[src/verilog/irq_prio_pkg.sv]
package irq_prio_pkg;

  localparam int unsigned NUM_SRC = 6;
  localparam int unsigned EXT0_BIT = 0;
  localparam int unsigned TMR0_BIT = 1;
  localparam int unsigned EXT1_BIT = 2;
  localparam int unsigned TMR1_BIT = 3;
  localparam int unsigned SER0_BIT = 4;
  localparam int unsigned TMR2_BIT = 5;
  localparam logic [3:0] ADDR_PRIO = 4'h0;
  localparam logic [3:0] ADDR_STATUS = 4'h1;
  localparam logic [7:0] PRIO_RESET = 8'h00;
  localparam logic [2:0] NO_SRC = 3'h7;

  typedef struct packed {
    logic valid;
    logic high;
    logic [2:0] id;
  } irq_sel_t;

  typedef enum logic [1:0] {
    ST_IDLE = 2'b00,
    ST_LOW = 2'b01,
    ST_HIGH = 2'b11
  } svc_state_t;

endpackage : irq_prio_pkg

[src/verilog/interrupt_priority_select.sv]
// Behaviour
// - bit 5 gives timer two low priority at 0, high at 1
// - bit 4 gives the first serial port low priority at 0, high at 1
// - bit 3 gives timer one low priority at 0, high at 1
// - bit 2 gives external interrupt one low priority at 0, high at 1
// - bit 1 gives timer zero low priority at 0, high at 1
// - bit 0 gives external interrupt zero low priority at 0, high at 1
//
// Implementation choices: the placing of the registers and the plain strobed port.
`timescale 1ns/1ps
module interrupt_priority_select (
  input wire logic i_clk,
  input wire logic i_reset_n,
  input wire logic i_ce,
  input wire logic [3:0] i_addr,
  input wire logic [7:0] i_wdata,
  input wire logic i_wr,
  input wire logic i_rd,
  output logic [7:0] o_rdata,
  input wire logic [5:0] i_irq_req,
  input wire logic i_ack,
  input wire logic i_reti,
  output logic o_irq_take,
  output logic [2:0] o_irq_id,
  output logic [5:0] o_src_high
);

  logic [5:0] prio_r;
  logic [7:0] rdata_r;
  irq_prio_pkg::irq_sel_t sel_r;
  irq_prio_pkg::irq_sel_t sel_nxt;
  irq_prio_pkg::svc_state_t state_r;
  irq_prio_pkg::svc_state_t state_nxt;
  logic [2:0] hi_id;
  logic [2:0] lo_id;
  logic hi_any;
  logic lo_any;
  logic [5:0] hi_req;
  logic [5:0] lo_req;
  logic can_take;
  logic take_high;
  logic [7:0] status_word;
  logic [7:0] rd_mux;
  logic [7:0] rdata_nxt;
  logic [5:0] prio_nxt;
  logic [5:0] wr_bits;
  logic [2:0] offer_id;
  logic [1:0] state_code;
  logic wr_prio;
  logic rd_prio;
  logic rd_status;
  logic ack_ok;
  logic preempt;
  logic reti_high;
  logic in_idle;
  logic in_low;
  logic in_high;
  logic idle_take;
  logic low_take;
  logic req_any;

  // each select bit maps straight to its source level
  assign o_src_high[irq_prio_pkg::TMR2_BIT] = prio_r[irq_prio_pkg::TMR2_BIT];
  assign o_src_high[irq_prio_pkg::SER0_BIT] = prio_r[irq_prio_pkg::SER0_BIT];
  assign o_src_high[irq_prio_pkg::TMR1_BIT] = prio_r[irq_prio_pkg::TMR1_BIT];
  assign o_src_high[irq_prio_pkg::EXT1_BIT] = prio_r[irq_prio_pkg::EXT1_BIT];
  assign o_src_high[irq_prio_pkg::TMR0_BIT] = prio_r[irq_prio_pkg::TMR0_BIT];
  assign o_src_high[irq_prio_pkg::EXT0_BIT] = prio_r[irq_prio_pkg::EXT0_BIT];

  // split every request into its level; the mask is the select bit itself
  for (genvar g = 0; g < irq_prio_pkg::NUM_SRC; g++) begin : g_src
    logic req_bit;
    logic high_bit;
    assign req_bit = i_irq_req[g];
    assign high_bit = o_src_high[g];
    assign hi_req[g] = req_bit && high_bit;
    assign lo_req[g] = req_bit && !high_bit;
  end

  assign hi_any = |hi_req;
  assign lo_any = |lo_req;

  // fixed order within a level: lowest bit wins, like the usual polling chain
  always_comb begin
    hi_id = irq_prio_pkg::NO_SRC;
    lo_id = irq_prio_pkg::NO_SRC;
    for (int i = irq_prio_pkg::NUM_SRC - 1; i >= 0; i--) begin
      if (hi_req[i]) begin
        hi_id = 3'(i);
      end
      if (lo_req[i]) begin
        lo_id = 3'(i);
      end
    end
  end

  // only one nesting level of low under high is tracked, matching two levels
  assign take_high = hi_any;
  assign in_idle = state_r == irq_prio_pkg::ST_IDLE;
  assign in_low = state_r == irq_prio_pkg::ST_LOW;
  assign in_high = state_r == irq_prio_pkg::ST_HIGH;
  assign req_any = hi_any || lo_any;
  assign idle_take = in_idle && req_any;
  assign low_take = in_low && hi_any;
  assign can_take = idle_take || low_take;

  always_comb begin
    state_nxt = state_r;
    case (state_r)
      irq_prio_pkg::ST_IDLE: begin
        if (i_ack && can_take) begin
          state_nxt = take_high ? irq_prio_pkg::ST_HIGH : irq_prio_pkg::ST_LOW;
        end
      end
      irq_prio_pkg::ST_LOW: begin
        if (i_ack && can_take) begin
          state_nxt = irq_prio_pkg::ST_HIGH;
        end else if (i_reti) begin
          state_nxt = irq_prio_pkg::ST_IDLE;
        end
      end
      irq_prio_pkg::ST_HIGH: begin
        if (i_reti) begin
          state_nxt = sel_r.valid && !sel_r.high ? irq_prio_pkg::ST_LOW : irq_prio_pkg::ST_IDLE;
        end
      end
      default: begin
        state_nxt = irq_prio_pkg::ST_IDLE;
      end
    endcase
  end

  // register decode
  assign wr_prio = i_wr && (i_addr == irq_prio_pkg::ADDR_PRIO);
  assign rd_prio = i_addr == irq_prio_pkg::ADDR_PRIO;
  assign rd_status = i_addr == irq_prio_pkg::ADDR_STATUS;

  // bits 7:6 of the select register do not exist and read back as zero
  assign wr_bits = i_wdata[5:0];
  assign prio_nxt = wr_prio ? wr_bits : prio_r;
  assign state_code = state_r;
  assign status_word = {state_code, i_irq_req};
  assign rd_mux = rd_prio ? {2'h0, prio_r} :
                  rd_status ? status_word :
                  8'h00;
  assign rdata_nxt = i_rd ? rd_mux : 8'h00;

  // service bookkeeping
  assign ack_ok = i_ack && can_take;
  assign preempt = ack_ok && in_low;
  assign reti_high = i_reti && in_high;
  assign offer_id = take_high ? hi_id : lo_id;

  // remember a low service that was preempted so return resumes it
  always_comb begin
    sel_nxt = sel_r;
    if (preempt) begin
      sel_nxt.valid = 1'b1;
      sel_nxt.high = 1'b0;
    end else if (ack_ok) begin
      sel_nxt.valid = 1'b0;
      sel_nxt.high = take_high;
      sel_nxt.id = offer_id;
    end else if (reti_high) begin
      sel_nxt = '0;
    end
  end

  // every register holds while the clock enable is low
  always_ff @(posedge i_clk) begin
    if (!i_reset_n) begin
      prio_r <= irq_prio_pkg::PRIO_RESET[5:0];
    end else if (i_ce) begin
      prio_r <= prio_nxt;
    end
  end

  // read data lives one cycle, then drops back to zero
  always_ff @(posedge i_clk) begin
    if (!i_reset_n) begin
      rdata_r <= 8'h00;
    end else if (i_ce) begin
      rdata_r <= rdata_nxt;
    end
  end

  // service level
  always_ff @(posedge i_clk) begin
    if (!i_reset_n) begin
      state_r <= irq_prio_pkg::ST_IDLE;
    end else if (i_ce) begin
      state_r <= state_nxt;
    end
  end

  // preempted low record
  always_ff @(posedge i_clk) begin
    if (!i_reset_n) begin
      sel_r <= '0;
    end else if (i_ce) begin
      sel_r <= sel_nxt;
    end
  end

  assign o_rdata = rdata_r;
  assign o_irq_take = can_take;
  assign o_irq_id = offer_id;

endmodule : interrupt_priority_select

[config.mk]
export PLATFORM = sky130hd
export DESIGN_NAME = interrupt_priority_select
export DESIGN_NICKNAME = d
export VERILOG_FILES = /design/src/verilog/irq_prio_pkg.sv /design/src/verilog/interrupt_priority_select.sv
export SDC_FILE = /design/constraint.sdc
export NUM_CORES = 1
export LEC_CHECK = 0
export BUFFER_PORTS_ARGS = -buffer_cell sky130_fd_sc_hd__buf_2
export CAP_MARGIN = 20
export CORE_UTILIZATION = 42
export DETAILED_ROUTE_END_ITERATION = 8
export HOLD_SLACK_MARGIN = 0.1
export PLACE_DENSITY = 0.85
export SYNTH_ARGS = -nofsm -noshare
export SYNTH_HDL_FRONTEND = slang
export SYNTH_SLANG_ARGS = --single-unit
[constraint.sdc]
create_clock -name i_clk -period 1.2 [get_ports i_clk]
set_clock_uncertainty 0.1 [all_clocks]
set_input_delay 0 -clock i_clk [delete_from_list [all_inputs] [get_ports i_clk]]
set_output_delay 0 -clock i_clk [all_outputs]
set_load 0.1 [all_outputs]
==> insert_results.sql, run 1 <==
INSERT INTO impl_metrics (metric_group, metric, value, unit) VALUES
('outcome', 'outcome', 'complete, but fails checks', ''),
('outcome', 'failing_checks', 'setup timing', ''),
('timing', 'drv_slew', '0', ''),
('clock_tree', 'clock_pin_slew_of_the_registers_on_the_worst_case_setup_and_hold_paths', '110', 'ps'),
('clock_tree', 'htree_num_levels', '1', ''),
('die', 'core_region_area', '2255', 'µm²'),
('synth', 'synth_seq_area_share', '34.99', '%'),
('clock_tree', 'cts_max_path_buffers', '2', ''),
('timing', 'period_minus_slack', '1800', 'ps'),
('timing', 'setup_violations', '11', ''),
('synth', 'post_synthesis_cell_count', '114', ''),
('cells_and_area', 'layout_commonest_cell', 'buf_2', ''),
('placement', 'hpwl', '2.587', 'mm'),
('cells_and_area', 'insertedDiodeCount', '0', ''),
('drt', 'post_drt_via_cell_ratio', '6.049', ''),
('setup_path', 'reg2reg_depth', '5', ''),
('drt', 'drtIter0Drc', '50', ''),
('setup_path', 'critical_path.endpoint_type', 'primary output', ''),
('timing', 'unrepaired_setup_endpoints_after_global_routing', 'yes', ''),
('cells_and_area', 'layout_common_cells', '25 x buf_2, 24 x buf_4, 13 x dlygate4sd3_1, 12 x nor2_1, 11 x mux2i_1', ''),
('cells_and_area', 'area_delta_synth_final', '90.40', '%'),
('setup_path', 'critical_path_peak_fanout', '4', ''),
('synth', 'synthesis.area_per_instance', '9.033', 'µm²'),
('worst_hold_path', 'min_path_cells', '5', ''),
('setup_path', 'critPathRequiredTime', '1100', 'ps'),
('drt', 'remaining_drc_errors', '0', ''),
('drt', 'vias', '1349', ''),
('die', 'effective_utilization_at_floorplan', '45.67', '%'),
('power_and_ir_drop', 'power', '1.492', 'mW'),
('global_route', 'grt_max_degree', '16', ''),
('clock_tree', 'tritoncts.num_buffers', '3', ''),
('timing', 'timing.slew.headroom', '67.72', '%'),
('synth', 'synth-seq-cells', '18', ''),
('global_route', 'globalRouteOverflowTotal', '0', ''),
('drt', 'drt-total-wl', '4.714', 'mm'),
('drt', 'antenna_violating_nets_post_route', '0', ''),
('cells_and_area', 'final-instance-count-excl-fill', '223', ''),
('worst_hold_path', 'holdCritPathClass', 'input port to flop', ''),
('global_route', 'groute.usage.overall', '36.57', '%'),
('global_route', 'grt_first_pass_wirelength', '6.762', 'mm'),
('die', 'io_pins', '43', ''),
('synth', 'yosysWarnings', '0', ''),
('global_route', 'antenna_found_initial', '0', ''),
('power_and_ir_drop', 'total_leakage_power', '0.8975', 'nW'),
('power_and_ir_drop', 'vdd_drop_max', '0.7174', 'mV'),
('placement', 'placed_area', '1628', 'µm²'),
('cells_and_area', 'ff_latch_area', '392.9', 'µm²'),
('die', 'chipWidth', '51.52', 'µm'),
('synth', 'synthesis.nets', '139', ''),
('timing', 'holdWs', '42.28', 'ps'),
('timing', 'maxClockFrequency', '555.6', 'MHz'),
('drt', 'post_drt_wl_per_cell', '21.14', 'µm'),
('clock_tree', 'tritoncts', 'built', ''),
('placement', 'numPortBuffers', '40', ''),
('timing', 'worst-slew-pin-transition', '487.5', 'ps'),
('global_route', 'grt_pass1_vias', '1383', ''),
('cells_and_area', 'multiInputGateArea', '768.2', 'µm²'),
('die', 'die_h', '51.52', 'µm'),
('cells_and_area', 'final_layout_size_suffix_gt1_share', '57.95', '%'),
('setup_path', 'setup.worst_path.start_class', 'flop', ''),
('cells_and_area', 'fin_nets', '221', ''),
('cells_and_area', 'finalCoreUtilization', '86.96', '%'),
('clock_tree', 'postCtsHoldBufs', '13', ''),
('synth', 'mappedNetlistArea', '1030', 'µm²'),
('timing', 'finalHoldViolCount', '0', ''),
('drt', 'detailedRoute.firstPassIterationCount', '4', ''),
('timing', 'post-route-period-util', '150.0', '%'),
('die', 'rows', '17', ''),
('setup_path', 'setup.worst_path.class', 'flop to primary output', ''),
('job', 'max_cap_viol_count', '0', ''),
('clock_tree', 'clk_root_buffer_cell', 'clkbuf_4', ''),
('placement', 'globalplace.congestion', '0.8010', ''),
('cells_and_area', 'fin_area', '1961', 'µm²'),
('timing', 'layout_setup_ws', '-600.0', 'ps'),
('setup_path', 'cp_data_arrival_time', '1700', 'ps'),
('placement', 'placedCellCount', '200', ''),
('cells_and_area', 'nFillCells', '110', ''),
('clock_tree', 'clock_sink_count', '18', ''),
('clock_tree', 'clk_latency', '310', 'ps'),
('synth', 'post_synth_num_cell_types', '35', ''),
('die', 'die_area', '2654', 'µm²'),
('power_and_ir_drop', 'power-per-cell-area', '760.8', 'nW/µm²');
worst paths after layout:
kind | slack, ps | start | end
setup / recovery | -600 | o_src_high[0] | o_irq_id[0]
hold / removal | 40 | i_addr[3] | o_rdata[7]
setup reg to reg | -460 | o_src_high[0] | sel_r[4]
hold reg to reg | 370 | o_rdata[7] | o_rdata[7]
flip-flops by register name (all words and copies together), names as in the netlist:
register    count
sel_r           2
o_rdata         8
state_code      2
o_src_high      6
metal layers:
metal / GRT usage (%) / share of wire, % / vias to the layer above / wire length [µm]
li1: - / - / 584 / -
met1: 36.84 / 36 / 636 / 1698
met2: 69.70 / 51 / 102 / 2419
met3: 7.310 / 8.0 / 27 / 376
met4: 18.92 / 4.6 / 0 / 219
met5: 0 / 0 / - / 0
power by group:
part	switching, mW	internal [mW]	total (mW)	leakage (nW)
Clock	0.206	0.186	0.391	0.0210
Combinational	0.283	0.215	0.498	0.722
Sequential	0.00841	0.593	0.602	0.154
Total	0.498	0.994	1.49	0.897
repair_timing:
item	in CTS	in global routing
hold endpoints to repair	15	2
endpoints found under the setup margin	8	16
setup buffers	6	2
gates resized for setup	15	15
pin swaps	11	9
final cells by class:
class / count / share of cell area, %
Multi-Input combinational cell: 88 / 39.18
Sequential cell: 18 / 20.04
Timing Repair Buffer: 80 / 36.06
Clock buffer: 4 / 1.851
Inverter: 5 / 1.085
Tap cell: 28 / 1.787
per-stage QoR:
step / setup WS [ps] / TNS [ps]
finish: -600.0 / -3552
global route: -669.0 / -4155
CTS: -552.7 / -2797
detailed placement: -231.9 / -1264
global placement: -181.6 / -912.3
floorplan: -860.0 / -3433
cells by family (layout without fill, tap and decap cells):
kind of cell,count (synthesis),count (layout),share of synthesized area (%)
flip-flops,18,18,34.99
AND/OR/NAND/NOR,41,41,23.69
XOR/XNOR,1,1,0.8507
AO/OA/AOI/OAI,33,33,24.42
buffers and inverters,8,89,3.402
multiplexers,13,13,12.64
cells in the mapped netlist (all sizes together):
master   number  area, µm²
a21boi        2      15.01
a21o          1      7.510
a21oi         6      30.03
a22o          1      8.760
a22oi         4      45.05
a2bb2oi       6      52.55
a31o          1      8.760
a32oi         2      17.52
a41o          1      10.01
and2          3      18.77
and4          1      8.760
buf           2      12.51
clkbuf        1      3.750
dfxtp        18      360.4
inv           5      18.77
mux2i        13      130.1
nand2         8      30.03
nand2b        4      25.02
nand3         3      27.53
nand3b        1      11.26
nand4         3      18.77
nor2         12      45.04
nor2b         3      21.27
nor3          1      5.000
nor4b         1      23.77
o2111a        1      11.26
o211ai        1      7.510
o21ai         6      30.03
o31ai         1      7.510
or3b          1      8.760
xnor2         1      8.760
critical path, stage by stage (launching register included):
cell and delay, ps:
dfxtp_4 380, a22oi_2 270, nand3_4 140, xnor2_2 180
a22oi_2 210, buf_12 210
(Power assumes the default switching activity.)
==> run 2: changes to the inputs <==
TNS_END_PERCENT = 1   (was default)
==> run 2 against run 1 <==
- the flow still finishes with violations (setup timing)
- largest cell class unchanged
- sequential power about the same
- maximum frequency grew 3.8%
- sequential share of layout area grew 0.64 points
- flip-flop and latch count stayed put
- worst setup slack improved by 67 ps
- core utilization is 4.8 points lower
- via count fell by 7.0%
==> insert_results.sql, run 2 (same netlist as run 1, synthesis figures left out) <==
INSERT INTO impl_metrics (metric_group, metric, value, unit) VALUES
('drt', 'remaining_drc_errors', '0', ''),
('global_route', 'grt_first_pass_wirelength', '5.837', 'mm'),
('setup_path', 'reg2reg_depth', '5', ''),
('drt', 'drt-total-wl', '3.685', 'mm'),
('drt', 'vias', '1254', ''),
('cells_and_area', 'fin_area', '1852', 'µm²'),
('timing', 'post-route-period-util', '144.4', '%'),
('die', 'rows', '17', ''),
('clock_tree', 'clock_pin_slew_of_the_registers_on_the_worst_case_setup_and_hold_paths', '110', 'ps'),
('cells_and_area', 'insertedDiodeCount', '0', ''),
('timing', 'setup_violations', '8', ''),
('timing', 'period_minus_slack', '1733', 'ps'),
('clock_tree', 'cts_max_path_buffers', '2', ''),
('job', 'max_cap_viol_count', '0', ''),
('timing', 'worst-slew-pin-transition', '488.2', 'ps'),
('placement', 'globalplace.congestion', '0.7987', ''),
('setup_path', 'critPathRequiredTime', '1100', 'ps'),
('cells_and_area', 'area_delta_synth_final', '79.83', '%'),
('power_and_ir_drop', 'total_leakage_power', '0.8682', 'nW'),
('cells_and_area', 'fin_nets', '215', ''),
('drt', 'antenna_violating_nets_post_route', '0', ''),
('die', 'core_region_area', '2255', 'µm²'),
('die', 'effective_utilization_at_floorplan', '45.67', '%'),
('global_route', 'grt_pass1_vias', '1308', ''),
('drt', 'post_drt_via_cell_ratio', '5.779', ''),
('timing', 'maxClockFrequency', '576.9', 'MHz'),
('setup_path', 'setup.worst_path.start_class', 'flop', ''),
('cells_and_area', 'final_layout_size_suffix_gt1_share', '47.62', '%'),
('outcome', 'failing_checks', 'setup timing', ''),
('global_route', 'groute.usage.overall', '29.88', '%'),
('cells_and_area', 'layout_commonest_cell', 'buf_2', ''),
('setup_path', 'critical_path.endpoint_type', 'primary output', ''),
('timing', 'finalHoldViolCount', '0', ''),
('die', 'die_h', '51.52', 'µm'),
('die', 'chipWidth', '51.52', 'µm'),
('drt', 'drtIter0Drc', '16', ''),
('timing', 'timing.setup.tns', '-2869', 'ps'),
('power_and_ir_drop', 'power-per-cell-area', '775.9', 'nW/µm²'),
('drt', 'post_drt_wl_per_cell', '16.98', 'µm'),
('setup_path', 'setup.worst_path.class', 'flop to primary output', ''),
('clock_tree', 'tritoncts.num_buffers', '3', ''),
('worst_hold_path', 'holdCritPathClass', 'input port to flop', ''),
('cells_and_area', 'largest_register_ffs', '8', ''),
('power_and_ir_drop', 'vdd_drop_max', '0.6335', 'mV'),
('cells_and_area', 'finalCoreUtilization', '82.13', '%'),
('timing', 'layout_setup_ws', '-533.4', 'ps'),
('cells_and_area', 'nFillCells', '133', ''),
('die', 'io_pins', '43', ''),
('clock_tree', 'htree_num_levels', '1', ''),
('global_route', 'grt_max_degree', '16', ''),
('clock_tree', 'postCtsHoldBufs', '14', ''),
('clock_tree', 'tritoncts', 'built', ''),
('setup_path', 'cp_data_arrival_time', '1630', 'ps'),
('clock_tree', 'clk_latency', '290', 'ps'),
('setup_path', 'critical_path_peak_fanout', '3', ''),
('placement', 'hpwl', '2.419', 'mm'),
('global_route', 'antenna_found_initial', '0', ''),
('placement', 'placed_area', '1588', 'µm²'),
('timing', 'timing.slew.headroom', '67.68', '%'),
('clock_tree', 'clock_sink_count', '18', ''),
('global_route', 'globalRouteOverflowTotal', '0', ''),
('timing', 'holdWs', '91.20', 'ps'),
('timing', 'unrepaired_setup_endpoints_after_global_routing', 'yes', ''),
('drt', 'detailedRoute.firstPassIterationCount', '4', ''),
('timing', 'drv_slew', '0', ''),
('cells_and_area', 'layout_common_cells', '24 x buf_2, 17 x buf_4, 13 x dlygate4sd3_1', ''),
('placement', 'numPortBuffers', '40', ''),
('die', 'die_area', '2654', 'µm²'),
('outcome', 'outcome', 'complete, but fails checks', ''),
('worst_hold_path', 'min_path_cells', '5', ''),
('clock_tree', 'clk_root_buffer_cell', 'clkbuf_4', '');
[run 2: changes by cell type in the layout (fill, tap and decap cells not counted), moves of 2 or more]
| cell | before | now |
|---|---|---|
| dfxtp_1 | 4 | 12 |
| a21oi_4 | 2 | 0 |
| dfxtp_2 | 8 | 0 |
| buf_4 | 24 | 17 |
| a21oi_2 | 1 | 3 |
[run 2: layout make-up]
| class | count | area (µm²) | area share (%) |
|---|---|---|---|
| sequential | 18 | 382.9 | 20.68 |
| inverter | 5 | 18.77 | 1.014 |
| multi-input combinational | 88 | 709.4 | 38.31 |
| clock buffer | 4 | 36.28 | 1.959 |
| timing repair buffer | 74 | 669.4 | 36.15 |
| tap | 28 | 35.03 | 1.892 |
[run 2: where the power goes]
group          internal (mW)  total, mW  switching [mW]
clock                  0.185      0.376           0.191
combinational          0.199      0.460           0.261
sequential             0.593      0.601         0.00802
[run 2: final timing paths]
path / startpoint / to / slack (ps)
worst max-delay path: o_src_high[4] / o_irq_id[1] / -530
worst max register to register: o_src_high[4] / sel_r[3] / -290
worst min register to register: o_rdata[7] / o_rdata[7] / 380
worst min-delay path: i_reti / state_code[1] / 90
[run 2: metrics by stage]
step / total power [mW] / setup WS [ps] / instances
2_1_floorplan: 0.8356 / -860.0 / 114
4_1_cts: 1.428 / -566.7 / 217
5_1_grt: 1.501 / -635.4 / 217
6_report: 1.437 / -533.4 / 217
3_5_place_dp: 1.012 / -227.9 / 198
3_3_place_gp: 0.9989 / -171.9 / 198
[run 2: critical path, cell delays in order (launching register included)]
cell      delay, ps
dfxtp_4         370
a22oi_2         260
nand3_1         120
a31o_2          240
a21boi_4        160
buf_12          190
[run 2: metal layers]
layer | global-route usage, % | vias to the layer above | part of all wire (%)
met2 | 57.14 | 66 | 54
met3 | 6.140 | 6 | 6.8
met5 | 0 | - | 0
met4 | 9.009 | 0 | 1.7
met1 | 32.43 | 605 | 38
li1 | - | 577 | -
[run 2: timing repair]
action,in CTS,in global routing
endpoints found under the setup margin,10,17
pin swaps,8,4
setup buffers,1,0
hold endpoints to repair,16,1
gates resized for setup,7,15
==> run 3: changes to the inputs <==
--- a/constraint.sdc
+++ b/constraint.sdc
@@ -3,3 +3,3 @@
 set_input_delay 0 -clock i_clk [delete_from_list [all_inputs] [get_ports i_clk]]
 set_output_delay 0 -clock i_clk [all_outputs]
-set_load 0.1 [all_outputs]
+set_load 0.02 [all_outputs]
==> run 3 against run 2 <==
- the flow still finishes with violations (setup timing)
- via count fell by 7.6%
- register-to-register slack improved by 50 ps
- sequential power rose by 2%
- core utilization fell by 10 points
- combinational power fell by 36%
- worst hold slack got worse by 48 ps
- sequential share of layout area rose by 2.0 points
- wire length fell by 18%
- largest power group unchanged
- highest routed layer unchanged
==> insert_results.sql, run 3 (same netlist as run 1, synthesis figures left out) <==
INSERT INTO impl_metrics (metric_group, metric, value, unit) VALUES
('setup_path', 'timing.critical_path.buf_inv', '1', ''),
('die', 'core_region_area', '2255', 'µm²'),
('die', 'die_area', '2654', 'µm²'),
('clock_tree', 'clk_root_buffer_cell', 'clkbuf_4', ''),
('die', 'io_pins', '43', ''),
('die', 'chipWidth', '51.52', 'µm'),
('drt', 'detailedRoute.firstPassIterationCount', '4', ''),
('timing', 'layout_setup_ws', '-440.3', 'ps'),
('cells_and_area', 'insertedDiodeCount', '0', ''),
('timing', 'timing.slew.headroom', '81.97', '%'),
('die', 'effective_utilization_at_floorplan', '45.67', '%'),
('cells_and_area', 'largest_register_ffs', '8', ''),
('power_and_ir_drop', 'vdd_drop_max', '0.6932', 'mV'),
('drt', 'drtIter0Drc', '15', ''),
('setup_path', 'cp_data_arrival_time', '1540', 'ps'),
('timing', 'period_minus_slack', '1640', 'ps'),
('setup_path', 'setup.worst_path.start_class', 'flop', ''),
('cells_and_area', 'layout_commonest_cell', 'buf_2', ''),
('placement', 'numPortBuffers', '40', ''),
('setup_path', 'critical_path.endpoint_type', 'primary output', ''),
('timing', 'unrepaired_setup_endpoints_after_global_routing', 'yes', ''),
('clock_tree', 'cts_max_path_buffers', '2', ''),
('setup_path', 'path_delay_family', 'compound AO/OA/AOI/OAI gates', ''),
('timing', 'worst-slew-pin-transition', '270.5', 'ps'),
('drt', 'remaining_drc_errors', '0', ''),
('timing', 'drv_slew', '0', ''),
('clock_tree', 'postCtsHoldBufs', '14', ''),
('die', 'rows', '17', ''),
('placement', 'globalplace.congestion', '0.9217', ''),
('setup_path', 'critical-path-slowest-cell', 'dfxtp_2', ''),
('timing', 'post-route-period-util', '136.7', '%'),
('cells_and_area', 'final-instance-count-excl-fill', '217', ''),
('global_route', 'antenna_found_initial', '0', ''),
('power_and_ir_drop', 'total_leakage_power', '0.7992', 'nW'),
('worst_hold_path', 'holdCritPathClass', 'input port to flop', ''),
('cells_and_area', 'area_delta_synth_final', '57.23', '%'),
('die', 'die_h', '51.52', 'µm'),
('global_route', 'groute.usage.overall', '26.31', '%'),
('clock_tree', 'clk_latency', '310', 'ps'),
('global_route', 'grt_pass1_vias', '1189', ''),
('drt', 'antenna_violating_nets_post_route', '0', ''),
('global_route', 'grt_max_degree', '16', ''),
('power_and_ir_drop', 'power-per-cell-area', '798.5', 'nW/µm²'),
('cells_and_area', 'fin_nets', '215', ''),
('timing', 'finalHoldViolCount', '0', ''),
('setup_path', 'worstReg2RegEnd', 'sel_r[3]', ''),
('setup_path', 'critPathRequiredTime', '1100', 'ps'),
('setup_path', 'reg2reg_depth', '5', ''),
('setup_path', 'setup.worst_path.class', 'flop to primary output', ''),
('drt', 'post_drt_via_cell_ratio', '5.341', ''),
('setup_path', 'worstReg2RegStart', 'o_src_high[4]', ''),
('global_route', 'grt_util_met3', '3.801', '%'),
('global_route', 'globalRouteOverflowTotal', '0', ''),
('setup_path', 'path_depth', '5', ''),
('drt', 'post_drt_wl_per_cell', '13.91', 'µm'),
('cells_and_area', 'final_layout_size_suffix_gt1_share', '43.92', '%'),
('setup_path', 'timing.critical_path.from', 'o_src_high[4]', ''),
('cells_and_area', 'layout_common_cells', '38 x buf_2, 20 x buf_4, 14 x dlygate4sd3_1, 13 x mux2i_1', ''),
('global_route', 'globalRouteMet1Util', '30.67', '%'),
('setup_path', 'crit_path_max_incr_delay', '360', 'ps'),
('clock_tree', 'tritoncts', 'built', ''),
('job', 'max_cap_viol_count', '0', ''),
('timing', 'setup_violations', '8', ''),
('placement', 'placed_area', '1408', 'µm²'),
('global_route', 'grt_first_pass_wirelength', '5.133', 'mm'),
('setup_path', 'endpoint', 'o_irq_id[1]', ''),
('cells_and_area', 'fin_area', '1619', 'µm²'),
('placement', 'placedCellCount', '198', ''),
('placement', 'hpwl', '2.165', 'mm'),
('global_route', 'global_route.usage.met2', '47.40', '%'),
('setup_path', 'critical_path_peak_fanout', '4', ''),
('outcome', 'failing_checks', 'setup timing', ''),
('setup_path', 'timing.critical_path.cells', 'a22oi_2, nand3_1, a31o_2, a21boi_2, buf_4', ''),
('clock_tree', 'clock_sink_count', '18', ''),
('clock_tree', 'tritoncts.num_buffers', '3', ''),
('drt', 'vias', '1159', ''),
('clock_tree', 'clock_pin_slew_of_the_registers_on_the_worst_case_setup_and_hold_paths', '110', 'ps'),
('drt', 'drt-total-wl', '3.019', 'mm'),
('outcome', 'outcome', 'complete, but fails checks', ''),
('clock_tree', 'htree_num_levels', '1', ''),
('global_route', 'grt.busiest_layer', 'met2', ''),
('timing', 'holdWs', '42.81', 'ps'),
('setup_path', 'reg2reg_setup_slack', '-240', 'ps'),
('timing', 'maxClockFrequency', '609.6', 'MHz');
-- run 3: cell types whose count changed in the layout (fill, tap and decap cells not counted), moves of 3 or more --
cell,previous run,this run
nand2b_4,3,0
buf_4,17,20
dfxtp_2,0,6
buf_12,10,0
buf_2,24,38
nand2b_1,1,4
dfxtp_4,6,0
a21oi_1,3,6
clkbuf_4,9,3
a21oi_2,3,0
-- run 3: metal layers --
layer	routed length, µm	share of wire (%)
met4	36	1.2
met2	1541	51
met1	1302	43
met5	0	0
met3	138	4.6
-- run 3: how the worst min path moves through the flow --
| stage | startpoint | to | slack (ps) | cells past startpoint |
|---|---|---|---|---|
| 6_report | i_addr[3] | o_rdata[6] | 40 | 5 |
| 5_1_grt | i_addr[1] | o_rdata[6] | 70 | 5 |
| 4_1_cts | i_addr[3] | o_rdata[6] | 50 | 5 |
| 3_5_place_dp | i_wdata[2] | o_src_high[2] | 150 | 3 |
| 3_3_place_gp | i_wdata[5] | o_src_high[5] | 130 | 3 |
| 2_1_floorplan | i_irq_req[0] | o_irq_id[0] | -20 | 1 |
-- run 3: timing repair --
action,CTS,global route
hold endpoints to repair,16,2
pin swaps,5,2
setup buffers,1,0
resized for setup,7,2
endpoints found under the setup margin,8,8
-- run 3: cell type report --
class	count	area, µm²
Fill cell	197	635.6
Sequential cell	18	367.9
Inverter	5	18.77
Tap cell	28	35.03
Multi-Input combinational cell	88	658.1
Clock buffer	4	36.28
Timing Repair Buffer	74	503.0
-- run 3: stage by stage --
step	util, %	power (mW)	worst slack [ps]	setup TNS, ps
6_report	71.81	1.293	-440.3	-2278
5_1_grt	71.81	1.355	-500.1	-2819
4_1_cts	71.59	1.295	-458.1	-2473
3_5_place_dp	62.43	0.8716	-177.5	-728.5
3_3_place_gp	62.43	0.8637	-122.4	-508.0
2_1_floorplan	-	0.7526	-172.1	-632.5
-- run 3: where the power goes --
part           total (mW)  switching, mW  internal, mW
clock network       0.387          0.202         0.186
registers           0.613        0.00698         0.606
logic               0.293          0.142         0.151
total                1.29          0.351         0.942
-- run 3: worst reg2reg max path: stages (launching register included) --
cell     delay [ps]
dfxtp_2         360
a22oi_2         260
nand3_4         130
buf_6           160
and4_1          140
a41o_1          200
